`src/logic/clk_cfg_pkg.sv`:
```
// Package: register map, field layout, reset values and carrier types of the clock configuration block
package clk_cfg_pkg;
	localparam int ADDR_W = 8;
	localparam logic [7:0] OFF_SRC_SEL = 8'h8a;
	localparam logic [7:0] OFF_E1_CORR_LO = 8'h90;
	localparam logic [7:0] OFF_E1_CORR_HI = 8'h91;
	localparam logic [7:0] OFF_T1_CORR_LO = 8'h92;
	localparam logic [7:0] OFF_T1_CORR_HI = 8'h93;
	localparam logic [7:0] OFF_PLL_IN_DIV = 8'h96;
	localparam logic [7:0] OFF_PLL_FB_DIV = 8'h97;
	localparam logic [7:0] OFF_E1_PHASE = 8'h98;
	localparam logic [7:0] OFF_T1_PHASE = 8'h99;
	localparam logic [7:0] RST_SRC_SEL = 8'h00;
	localparam logic [7:0] RST_E1_CORR_LO = 8'h00;
	localparam logic [7:0] RST_E1_CORR_HI = 8'h10;
	localparam logic [7:0] RST_T1_CORR_LO = 8'h00;
	localparam logic [7:0] RST_T1_CORR_HI = 8'h00;
	localparam logic [7:0] RST_PLL_IN_DIV = 8'h00;
	localparam logic [7:0] RST_PLL_FB_DIV = 8'h00;
	localparam logic [7:0] RST_E1_PHASE = 8'h00;
	localparam logic [7:0] RST_T1_PHASE = 8'h00;
	localparam int FSS_LSB = 4;
	localparam int R1S_LSB = 0;
	localparam int FLEX_BIT = 4;
	localparam int SIXTHS_LSB = 4;
	localparam int INT_LSB = 0;
	localparam int LEGACY_LSB = 5;
	localparam int MCLK_LOW_BIT = 7;
	localparam logic [7:0] SRC_SEL_MASK = 8'h77;
	localparam logic [7:0] IN_DIV_MASK = 8'h9f;
	localparam logic [7:0] FB_DIV_MASK = 8'h3f;
	localparam logic [7:0] CORR_HI_MASK = 8'h0f;
	localparam logic [7:0] T1_HI_MASK = 8'hef;
	localparam logic [7:0] PHASE_MASK = 8'h7f;
	localparam logic [7:0] PHASE_FIXED = 8'h80;
	localparam logic [4:0] DEF_IN_DIV = 5'h00;
	localparam logic [5:0] DEF_FB_DIV = 6'h2f;
	localparam logic [11:0] DEF_E1_CORR = 12'h800;
	localparam logic [11:0] DEF_T1_CORR = 12'hbfb;
	localparam logic [2:0] DEF_SIXTHS = 3'h5;
	localparam logic [3:0] DEF_INT = 4'hb;
	localparam logic [2:0] SEL_CH_LIMIT = 3'h3;
	localparam logic [3:0] PLL_RST_CYCLES = 4'h8;

	typedef struct packed {
		logic wr;
		logic rd;
		logic [7:0] addr;
		logic [7:0] wdata;
	} reg_req_t;

	typedef struct packed {
		logic [4:0] in_div;
		logic [5:0] fb_div;
		logic [11:0] e1_corr;
		logic [11:0] t1_corr;
		logic [2:0] e1_sixths;
		logic [3:0] e1_int;
		logic [2:0] t1_sixths;
		logic [3:0] t1_int;
	} pll_cfg_t;
endpackage

```
`src/logic/chan_mux.sv`:
```
// Channel source selector for one shared output
`timescale 1ns/1ps
module chan_mux
	import clk_cfg_pkg::*;
#(
	parameter int CHANNELS = 4
) (
	// Clocking
	input wire logic clk,
	input wire logic rst,
	input wire logic ce,
	// Selection and sources
	input wire logic [2:0] sel,
	input wire logic [CHANNELS-1:0] src,
	output logic out,
	output logic reserved_sel
);
	// Refused while elaborating, so a wrong width never reaches simulation
	if (CHANNELS != 4) begin : g_bad_channels
		$error("chan_mux serves four channels only");
	end
	wire sel_ok = (sel <= SEL_CH_LIMIT);
	// Reserved codes park the output low rather than pick a random channel
	wire next_out = sel_ok ? src[sel[1:0]] : 1'b0;
	assign reserved_sel = !sel_ok;
	always_ff @(posedge clk) begin
		if (rst) out <= 1'b0;
		else if (ce) out <= next_out;
	end
endmodule

```
`src/logic/master_clock_pll_config.sv`:
```
// Global clock configuration: shared output source select and master PLL settings
//
// How it works
// - frame sync source field bits 6:4, 1xx reserved
// - recv clock one source bits 2:0
// - E1 correction 12-bit, low byte plus nibble
// - T1 correction 12-bit, low byte plus nibble
// - flexible bit selects register divider values
// - divider write resets PLL if async and flexible
// - PLL output is input times 4(N+1)/(M+1)
// - input divider bits 4:0, values 1..31
// - feedback divider values 1..63
// - E1 phase register bit7 one, sixths, integer
// - T1 phase register same layout as E1
// - legacy fields stored but have no effect
`timescale 1ns/1ps
module master_clock_pll_config
	import clk_cfg_pkg::*;
#(
	parameter int CHANNELS = 4,
	parameter int PLL_RST_LEN = int'(PLL_RST_CYCLES)
) (
	// Clocking
	input wire logic clk,
	input wire logic rst,
	input wire logic ce,
	// Register port
	input wire logic reg_wr,
	input wire logic reg_rd,
	input wire logic [ADDR_W-1:0] reg_addr,
	input wire logic [7:0] reg_wdata,
	output logic [7:0] reg_rdata,
	output logic reg_hit,
	// Host interface mode straps
	input wire logic [1:0] host_interface_mode,
	// Per-channel sources
	input wire logic [CHANNELS-1:0] chan_frame_sync,
	input wire logic [CHANNELS-1:0] chan_recv_clock,
	// Shared outputs
	output logic frame_sync_output,
	output logic shared_recv_clock_one,
	output logic frame_sync_sel_reserved,
	output logic recv_clock_sel_reserved,
	// PLL configuration
	output pll_cfg_t pll_cfg,
	output logic flexible_clock_enable,
	output logic rx_decoder_mode_bit,
	output logic rx_decoder_direction_bit,
	output logic rx_decoder_select_bit,
	output logic divider_out_of_range,
	output logic pll_reset
);
	if (CHANNELS != 4) begin : g_bad_channels
		$error("four channels are required");
	end
	if (PLL_RST_LEN < 1 || PLL_RST_LEN > 15) begin : g_bad_rst_len
		$error("PLL_RST_LEN out of range");
	end

	reg_req_t req;
	assign req = '{wr: reg_wr, rd: reg_rd, addr: reg_addr, wdata: reg_wdata};

	logic [7:0] src_sel;
	logic [7:0] e1_lo;
	logic [7:0] e1_hi;
	logic [7:0] t1_lo;
	logic [7:0] t1_hi;
	logic [7:0] in_div;
	logic [7:0] fb_div;
	logic [7:0] e1_phase;
	logic [7:0] t1_phase;

	// Address decode
	wire hit_src = (req.addr == OFF_SRC_SEL);
	wire hit_e1_lo = (req.addr == OFF_E1_CORR_LO);
	wire hit_e1_hi = (req.addr == OFF_E1_CORR_HI);
	wire hit_t1_lo = (req.addr == OFF_T1_CORR_LO);
	wire hit_t1_hi = (req.addr == OFF_T1_CORR_HI);
	wire hit_in = (req.addr == OFF_PLL_IN_DIV);
	wire hit_fb = (req.addr == OFF_PLL_FB_DIV);
	wire hit_e1_ph = (req.addr == OFF_E1_PHASE);
	wire hit_t1_ph = (req.addr == OFF_T1_PHASE);
	wire any_hit = hit_src | hit_e1_lo | hit_e1_hi | hit_t1_lo | hit_t1_hi
		| hit_in | hit_fb | hit_e1_ph | hit_t1_ph;
	wire wr_en = ce & req.wr;

	always_ff @(posedge clk) begin
		if (rst) begin
			src_sel <= RST_SRC_SEL;
			e1_lo <= RST_E1_CORR_LO;
			e1_hi <= RST_E1_CORR_HI;
			t1_lo <= RST_T1_CORR_LO;
			t1_hi <= RST_T1_CORR_HI;
			in_div <= RST_PLL_IN_DIV;
			fb_div <= RST_PLL_FB_DIV;
			e1_phase <= RST_E1_PHASE;
			t1_phase <= RST_T1_PHASE;
		end else if (wr_en) begin
			if (hit_src) src_sel <= req.wdata & SRC_SEL_MASK;
			if (hit_e1_lo) e1_lo <= req.wdata;
			if (hit_e1_hi) e1_hi <= req.wdata;
			if (hit_t1_lo) t1_lo <= req.wdata;
			if (hit_t1_hi) t1_hi <= req.wdata & T1_HI_MASK;
			if (hit_in) in_div <= req.wdata & IN_DIV_MASK;
			if (hit_fb) fb_div <= req.wdata & FB_DIV_MASK;
			if (hit_e1_ph) e1_phase <= req.wdata & PHASE_MASK;
			if (hit_t1_ph) t1_phase <= req.wdata & PHASE_MASK;
		end
	end

	// Read mux; phase registers show their fixed top bit
	logic [7:0] next_rdata;
	assign next_rdata =
		hit_src ? src_sel :
		hit_e1_lo ? e1_lo :
		hit_e1_hi ? e1_hi :
		hit_t1_lo ? t1_lo :
		hit_t1_hi ? t1_hi :
		hit_in ? in_div :
		hit_fb ? fb_div :
		hit_e1_ph ? (e1_phase | PHASE_FIXED) :
		hit_t1_ph ? (t1_phase | PHASE_FIXED) :
		8'h00;

	always_ff @(posedge clk) begin
		if (rst) begin
			reg_rdata <= 8'h00;
			reg_hit <= 1'b0;
		end else if (ce) begin
			if (req.rd) reg_rdata <= next_rdata;
			reg_hit <= (req.rd | req.wr) & any_hit;
		end
	end

	// Mode bits
	assign flexible_clock_enable = e1_hi[FLEX_BIT];
	assign rx_decoder_mode_bit = e1_hi[7];
	assign rx_decoder_direction_bit = e1_hi[6];
	assign rx_decoder_select_bit = e1_hi[5];

	// Effective settings: registers in flexible mode, defaults otherwise
	pll_cfg_t reg_cfg;
	pll_cfg_t def_cfg;
	assign reg_cfg = '{
		in_div: in_div[4:0],
		fb_div: fb_div[5:0],
		e1_corr: {e1_hi[3:0], e1_lo},
		t1_corr: {t1_hi[3:0], t1_lo},
		e1_sixths: e1_phase[6:4],
		e1_int: e1_phase[3:0],
		t1_sixths: t1_phase[6:4],
		t1_int: t1_phase[3:0]
	};
	assign def_cfg = '{
		in_div: DEF_IN_DIV,
		fb_div: DEF_FB_DIV,
		e1_corr: DEF_E1_CORR,
		t1_corr: DEF_T1_CORR,
		e1_sixths: DEF_SIXTHS,
		e1_int: DEF_INT,
		t1_sixths: DEF_SIXTHS,
		t1_int: DEF_INT
	};
	pll_cfg_t next_cfg;
	assign next_cfg = flexible_clock_enable ? reg_cfg : def_cfg;

	always_ff @(posedge clk) begin
		if (rst) pll_cfg <= def_cfg;
		else if (ce) pll_cfg <= next_cfg;
	end

	// In flexible mode only, zero dividers or out-of-range divisors are flagged, not corrected
	assign divider_out_of_range = flexible_clock_enable & ((reg_cfg.in_div == 5'h00)
		| (reg_cfg.fb_div == 6'h00) | (reg_cfg.e1_int == 4'h0) | (reg_cfg.t1_int == 4'h0)
		| (reg_cfg.e1_sixths > DEF_SIXTHS) | (reg_cfg.t1_sixths > DEF_SIXTHS));

	// PLL reset on divider writes, async interface and flexible mode only
	wire async_if = (host_interface_mode[1] == 1'b0);
	wire pll_trig = wr_en & (hit_in | hit_fb) & async_if & flexible_clock_enable;

	pll_reset_gen #(
		.WIDTH(PLL_RST_LEN)
	) u_pll_rst (
		.clk(clk),
		.rst(rst),
		.ce(ce),
		.trigger(pll_trig),
		.pll_reset(pll_reset)
	);

	// Shared output source selection
	chan_mux #(
		.CHANNELS(CHANNELS)
	) u_fs_mux (
		.clk(clk),
		.rst(rst),
		.ce(ce),
		.sel(src_sel[FSS_LSB +: 3]),
		.src(chan_frame_sync),
		.out(frame_sync_output),
		.reserved_sel(frame_sync_sel_reserved)
	);

	chan_mux #(
		.CHANNELS(CHANNELS)
	) u_rc_mux (
		.clk(clk),
		.rst(rst),
		.ce(ce),
		.sel(src_sel[R1S_LSB +: 3]),
		.src(chan_recv_clock),
		.out(shared_recv_clock_one),
		.reserved_sel(recv_clock_sel_reserved)
	);
endmodule

```
`src/logic/pll_reset_gen.sv`:
```
// Stretches a PLL reset request into a fixed-length pulse
`timescale 1ns/1ps
module pll_reset_gen
	import clk_cfg_pkg::*;
#(
	parameter int WIDTH = 8
) (
	// Clocking
	input wire logic clk,
	input wire logic rst,
	input wire logic ce,
	// Request and pulse
	input wire logic trigger,
	output logic pll_reset
);
	// The pulse counter is four bits wide
	if (WIDTH < 1 || WIDTH > 15) begin : g_bad_width
		$error("pll_reset_gen WIDTH out of range");
	end
	logic [3:0] count;
	always_ff @(posedge clk) begin
		if (rst) count <= 4'h0;
		else if (ce) begin
			if (trigger) count <= 4'(WIDTH);
			else if (count != 4'h0) count <= count - 4'h1;
		end
	end
	assign pll_reset = (count != 4'h0);
endmodule

```
`config.mk`:
```
export PLATFORM = sky130hd
export DESIGN_NAME = master_clock_pll_config
export DESIGN_NICKNAME = d
export VERILOG_FILES = /design/src/logic/clk_cfg_pkg.sv /design/src/logic/chan_mux.sv /design/src/logic/master_clock_pll_config.sv /design/src/logic/pll_reset_gen.sv
export SDC_FILE = /design/constraint.sdc
export NUM_CORES = 1
export LEC_CHECK = 0
export BUFFER_PORTS_ARGS = -buffer_cell sky130_fd_sc_hd__buf_4
export CAP_MARGIN = 10
export CORE_MARGIN = 2
export CORE_UTILIZATION = 33
export DETAILED_ROUTE_END_ITERATION = 7
export GPL_ROUTABILITY_DRIVEN = 0
export MAX_ROUTING_LAYER = met4
export PLACE_DENSITY = 0.53
export REMOVE_ABC_BUFFERS = 1
export SLEW_MARGIN = 20
export SYNTH_ARGS = -nofsm -noshare
export SYNTH_HDL_FRONTEND = slang
export SYNTH_SLANG_ARGS = --single-unit
```
`constraint.sdc`:
```
create_clock -name clk -period 2.6 [get_ports clk]
set_input_delay 0.13 -clock clk [delete_from_list [all_inputs] [get_ports clk]]
set_output_delay 0.13 -clock clk [all_outputs]
set_load 0.005 [all_outputs]
```
==> After elaboration in Yosys (flattened, before gate mapping) <==
Cells that the tools add are included.
{ "totals": {"input_bits": 31, "elab_cells": 97, "mem_bits_ro": 0, "memories": 0, "register_bits": 127, "out_inout_bits": 68, "latchBits": 0, "ram_bits": 0} }
{ "classes": {"bitwise": 22, "div": 0, "mul": 0, "n_lt_le_gt_ge": 6, "add_sub_neg": 1, "shifts": 0, "mux": 18, "n_reduce_logical": 19, "n_eq_ne": 9} }
{ "ops": {"columns": ["op", "n"], "rows": [
  ["$eq 8x8->1 const B", 9],
  ["$mux 8", 9],
  ["$mux 49", 1],
  ["$reduce_and 2->1", 11],
  ["$or 1x1->1", 15],
  ["$logic_not 4->1", 2],
  ["$mux 4", 2],
  ["$and 1x1->1", 6],
  ["$gt 3x3->1 const B", 2],
  ["$le 3x2->1 const B", 2],
  ["$logic_not 6->1", 1],
  ["$lt 2x3->1 const B", 2],
  ["$logic_not 5->1", 1],
  ["$bmux 1 s2", 2],
  ["$mux 1", 4],
  ["$reduce_bool 4->1", 1],
  ["$sub 4x1->4 const B", 1],
  ["$logic_not 1->1", 2],
  ["$reduce_bool 2->1", 1],
  ["$not 1->1", 1]
]} }

==> Depth between registers and ports, before layout <==
{ "depth": {"depth_word": 10, "depth_mapped": 8, "ltp_nobuf": 7} }

==> Modules after synthesis <==
A second synthesis with hierarchy kept.
{ "hier_totals": {"hier_cells": 627, "area_unflattened_um2": 5674.2} }
{ "modules_own_cells": {"columns": ["module", "n_inst", "cells_per_inst", "area_each_um2", "seq_area_each_um2"], "rows": [
  ["master_clock_pll_config", 1, 590, 5322.6, 2422.3],
  ["pll_reset_gen", 1, 25, 214.0, 80.1],
  ["chan_mux", 2, 6, 68.8, 20.0]
]} }

==> Worst setup path before layout <==
No wires, ideal clock.
{ "synth_timing": {"path_kind": "flip-flop to flip-flop", "startpoint": "register u_pll_rst.count[0]", "endpoint": "register u_pll_rst.count[0]", "synth_period_minus_slack_ns": 1.497, "path_stages_with_launch": 8, "t_required_ns": 2.472, "t_arrival_ns": 1.369, "n_path_buf": 0, "setup_ns": 0.128, "setup_slack_ns": 1.103, "cell_sequence": "dfxtp_1 -> inv_1 -> ha_1 -> or3b_2 -> o311ai_0 -> nor2_1 -> a21oi_1 -> nor2_1"} }
{ "synth_via": {"elab_chain_len": 3, "word_cells_on_any_way": 6, "cone_classes": "add/sub (1); mux (2); reduce/logical (3)"} }
{ "synth_lines": {"columns": ["item", "line_no", "text"], "rows": [
  ["from (decl)", "pll_reset_gen.sv:20", "logic [3:0] count;"],
  ["from (signal assigned)", "pll_reset_gen.sv:24", "if (trigger) count <= 4'(WIDTH);"],
  ["from (signal assigned)", "pll_reset_gen.sv:25", "else if (count != 4'h0) count <= count - 4'h1;"],
  ["$reduce_bool 4->1", null, null],
  ["net pll_reset", "master_clock_pll_config.sv:51", "output logic pll_reset"],
  ["$reduce_bool 2->1 (no source line)", null, null],
  ["$reduce_and 2->1 (no source line)", null, null]
]} }
The timed path passes the listed nets, and every way through them passes these cells. The select of a mux whose other input is x is not followed.
A chain may end at the register's enable or synchronous reset.

==> Final worst setup path <==
{ "layout_timing": {"startpoint": "register e1_hi[4]", "endpoint": "register pll_cfg[3] (netlist name)"} }
{ "layout_via": {"elab_chain_len": 1} }
{ "layout_lines": {"columns": ["item", "line_no", "text"], "rows": [
  ["from (decl)", "master_clock_pll_config.sv:65", "logic [7:0] e1_hi;"],
  ["from (signal assigned)", "master_clock_pll_config.sv:101", "if (hit_e1_hi) e1_hi <= req.wdata;"],
  ["$mux 49", "master_clock_pll_config.sv:165", "assign next_cfg = flexible_clock_enable ? reg_cfg : def_cfg;"],
  ["to (signal assigned)", "master_clock_pll_config.sv:168", "if (rst) pll_cfg <= def_cfg;"],
  ["to (signal assigned)", "master_clock_pll_config.sv:169", "else if (ce) pll_cfg <= next_cfg;"],
  ["to (decl)", "master_clock_pll_config.sv:45", "output pll_cfg_t pll_cfg,"]
]} }
No other way between the ends.

==> results_dict.tcl <==
set metrics [dict create \
    status "complete, no violations" \
    tns_ns 0 \
    synth-main-ff-cell "dfxtp_1" \
    clk_pin_slew_ns 0.06 \
    cts_setup_buffers 0 \
    place_inst 926 \
    path_delay_family "flip-flops" \
    grt_pass1_wl_mm 26.8 \
    worstMarginPinSlew_ns 0.821 \
    grt.overflow.total 0 \
    drv_slew 0 \
    max_stage_delay_ns 0.81 \
    maxCapViolCount 0 \
    core_region_area_um2 17100 \
    vias 5047 \
    routed_wl_mm 17.5 \
    drive_above_1_share_pct 21.6 \
    start_util_pct 33.4 \
    synthCells 646 \
    setup_violations 0 \
    ys_ff_latch 127 \
    wire_per_inst_um 18.2 \
    n_antenna_cell 0 \
    dr.pass1.iters 5 \
    htreeDepth 4 \
    leakagePower_nw 2.85 \
    crit_type "reg -> reg" \
    max_freq_mhz 494 \
    track_usage_pct 19.6 \
    ir_worst_vdd_mv 0.489 \
    cp_cell_sequence "nand2_1 > o22ai_1 > nand2b_1" \
    cts_hold_buf 0 \
    post_cts_resized 0 \
    p_total_w 0.00498 \
    critPathRequiredTime_ns 2.90 \
    place_area_um2 6560 \
    dp_hpwl_mm 12.2 \
    cts_root_buf "clkbuf_16" \
    drt_iter0_markers 439 \
    synth_area_um2 5700 \
    synthToLayoutAreaGrowth_pct 25.9 \
    clk_path_buf_depth 2 \
    fin_skew_ns 0.00950 \
    grt_max_degree 81 \
    syn_area_per_cell_um2 8.82 \
    rsz0062_at_grt "no" \
    cp-end-kind "flip-flop" \
    finalHoldViolCount 0 \
    antenna_found_initial 0 \
    cts_tree "yes" \
    yosysSeqAreaShare_pct 44.6 \
    ys_warn_count 0 \
    ys_types 65 \
    rows 48 \
    grt_pass1_vias 4852 \
    post-route-min-period_ns 2.02 \
    final_cell_area_um2 7170 \
    portBuffers 97 \
    instances_no_fill 958 \
    hold_path.class "in -> reg" \
    arrival_ns 2.33 \
    synth-edff-count 0 \
    cp_slowest_cell "dfxtp_1" \
    die_w_um 135 \
    die-area_um2 18300 \
    clock_sinks 127 \
    drc 0 \
    cts_buffers 17 \
    dieHeight_um 135 \
    power_density_nw_per_um2 694 \
    viasPerCell 5.27 \
    async_flop_share_pct 0 \
    path_buf_inv 0 \
    holdWs_ns 0.0238 \
    timing.final.crit_share_pct 77.8 \
    finalNetCount 752 \
    slew_headroom_pct 45.3 \
    startpoint_type "flip-flop" \
    io_pins 99 \
    ant_nets 0 \
    critical_path.max_fanout 19 \
    worstSkewPairLatency_ns 0.42 \
]
-- cells in the mapped netlist (all sizes together), types with 2 or more instances --
cell | n | area, um^2
nor2b | 16 | 100
and2 | 3 | 18.8
nor2 | 82 | 315
nor3b | 2 | 26.3
a211oi | 5 | 37.5
or4 | 2 | 15.0
o31a | 2 | 17.5
a31oi | 4 | 25.0
o22ai | 29 | 181
nor4 | 2 | 27.5
a21o | 3 | 22.5
a21oi | 56 | 280
nand2 | 37 | 146
and3 | 6 | 37.5
a32oi | 3 | 26.3
buf | 18 | 93.8
a221oi | 3 | 26.3
dfxtp | 127 | 2540
clkbuf | 34 | 128
o2bb2ai | 2 | 17.5
inv | 7 | 26.3
nand3 | 30 | 168
mux4 | 2 | 45.0
a222oi | 2 | 20.0
nor3 | 13 | 109
mux2i | 48 | 480
a32o | 2 | 20.0
o211ai | 3 | 22.5
and3b | 2 | 17.5
nand2b | 43 | 269
o21ai | 21 | 105
nand3b | 11 | 82.6
mux2 | 5 | 56.3
a211o | 2 | 17.5
-- worst register-to-register path: stages (launching register included) --
cell	delay, ns
dfxtp_1	0.81
nand2_1	0.69
o22ai_1	0.33
nand2b_1	0.08
-- per-layer routing --
metal,vias up,routed length [um],track usage (%)
met4,0,301,6.37
met1,2421,8220,26.0
met3,24,1010,4.04
met2,157,7960,30.1
met5,-,0,-
li1,2445,-,-
-- stage by stage --
stage / utilization [%] / worst slack, ns
after global placement: 38.5 / 0.431
after floorplan: - / 0.663
after CTS: 42.0 / 0.546
after global routing: 42.0 / 0.423
final: 42.0 / 0.576
after detailed placement: 38.5 / 0.362
-- placed cells by master (no fill, tap or decap), types with 4 or more instances in the layout --
cell / instances
clkbuf_16: 17
nor2_1: 81
buf_4: 107
nand2b_1: 43
o22ai_1: 29
and3_1: 6
nor2b_1: 16
nand3b_1: 11
clkinvlp_4: 4
o21ai_0: 21
nand3_1: 28
nand2_1: 36
inv_1: 6
a21oi_1: 56
a211oi_1: 5
mux2i_1: 48
dfxtp_1: 127
nor3_1: 8
a31oi_1: 4
mux2_2: 5
-- cell families (layout without fill, tap and decap cells) --
group / count (synthesis) / count (layout) / share of synthesized area, %
and+or+nand+nor: 257 / 257 / 24.7
AOI/OAI and AO/OA: 147 / 147 / 15.9
DFF: 127 / 127 / 44.6
buffers and inverters: 59 / 146 / 4.35
muxes: 55 / 55 / 10.2
adders and majority gates: 1 / 1 / 0.220
-- power breakdown --
part,switching [W],leakage [nW],internal (W)
clock network,0.000871,0.288,0.00158
registers,0.0000343,1.03,0.00200
logic,0.000277,1.53,0.000214
-- final timing paths --
kind | startpoint | to | slack [ns] | cells past startpoint
worst max-delay path | e1_hi[4] | pll_cfg[3] | 0.58 | 3
worst min-delay path | reg_wdata[7] | e1_lo[7] | 0.02 | 3
worst min register to register | pll_cfg[28] | pll_cfg[28] | 0.47 | 2
worst max register to register | e1_hi[4] | pll_cfg[3] | 0.58 | 3
-- layout make-up --
class / count / area (um^2)
Clock buffer: 22 / 474
Multi-Input combinational cell: 460 / 2910
Inverter: 7 / 26.3
Sequential cell: 127 / 2540
Timing Repair Buffer: 107 / 803
Tap cell: 225 / 282
Fill cell: 1708 / 9890
Clock inverter: 10 / 135
-- flip-flops by register name, indices dropped and copies added, names as in the netlist --
name / count
src_sel: 6
e1_lo: 8
fb_div: 6
t1_hi: 7
reg_hit: 1
u_rc_mux.out: 1
pll_cfg: 49
u_pll_rst.count: 4
u_fs_mux.out: 1
t1_lo: 8
e1_phase: 7
t1_phase: 7
in_div: 6
reg_rdata: 8
e1_hi: 8
(Power assumes the default switching activity.)
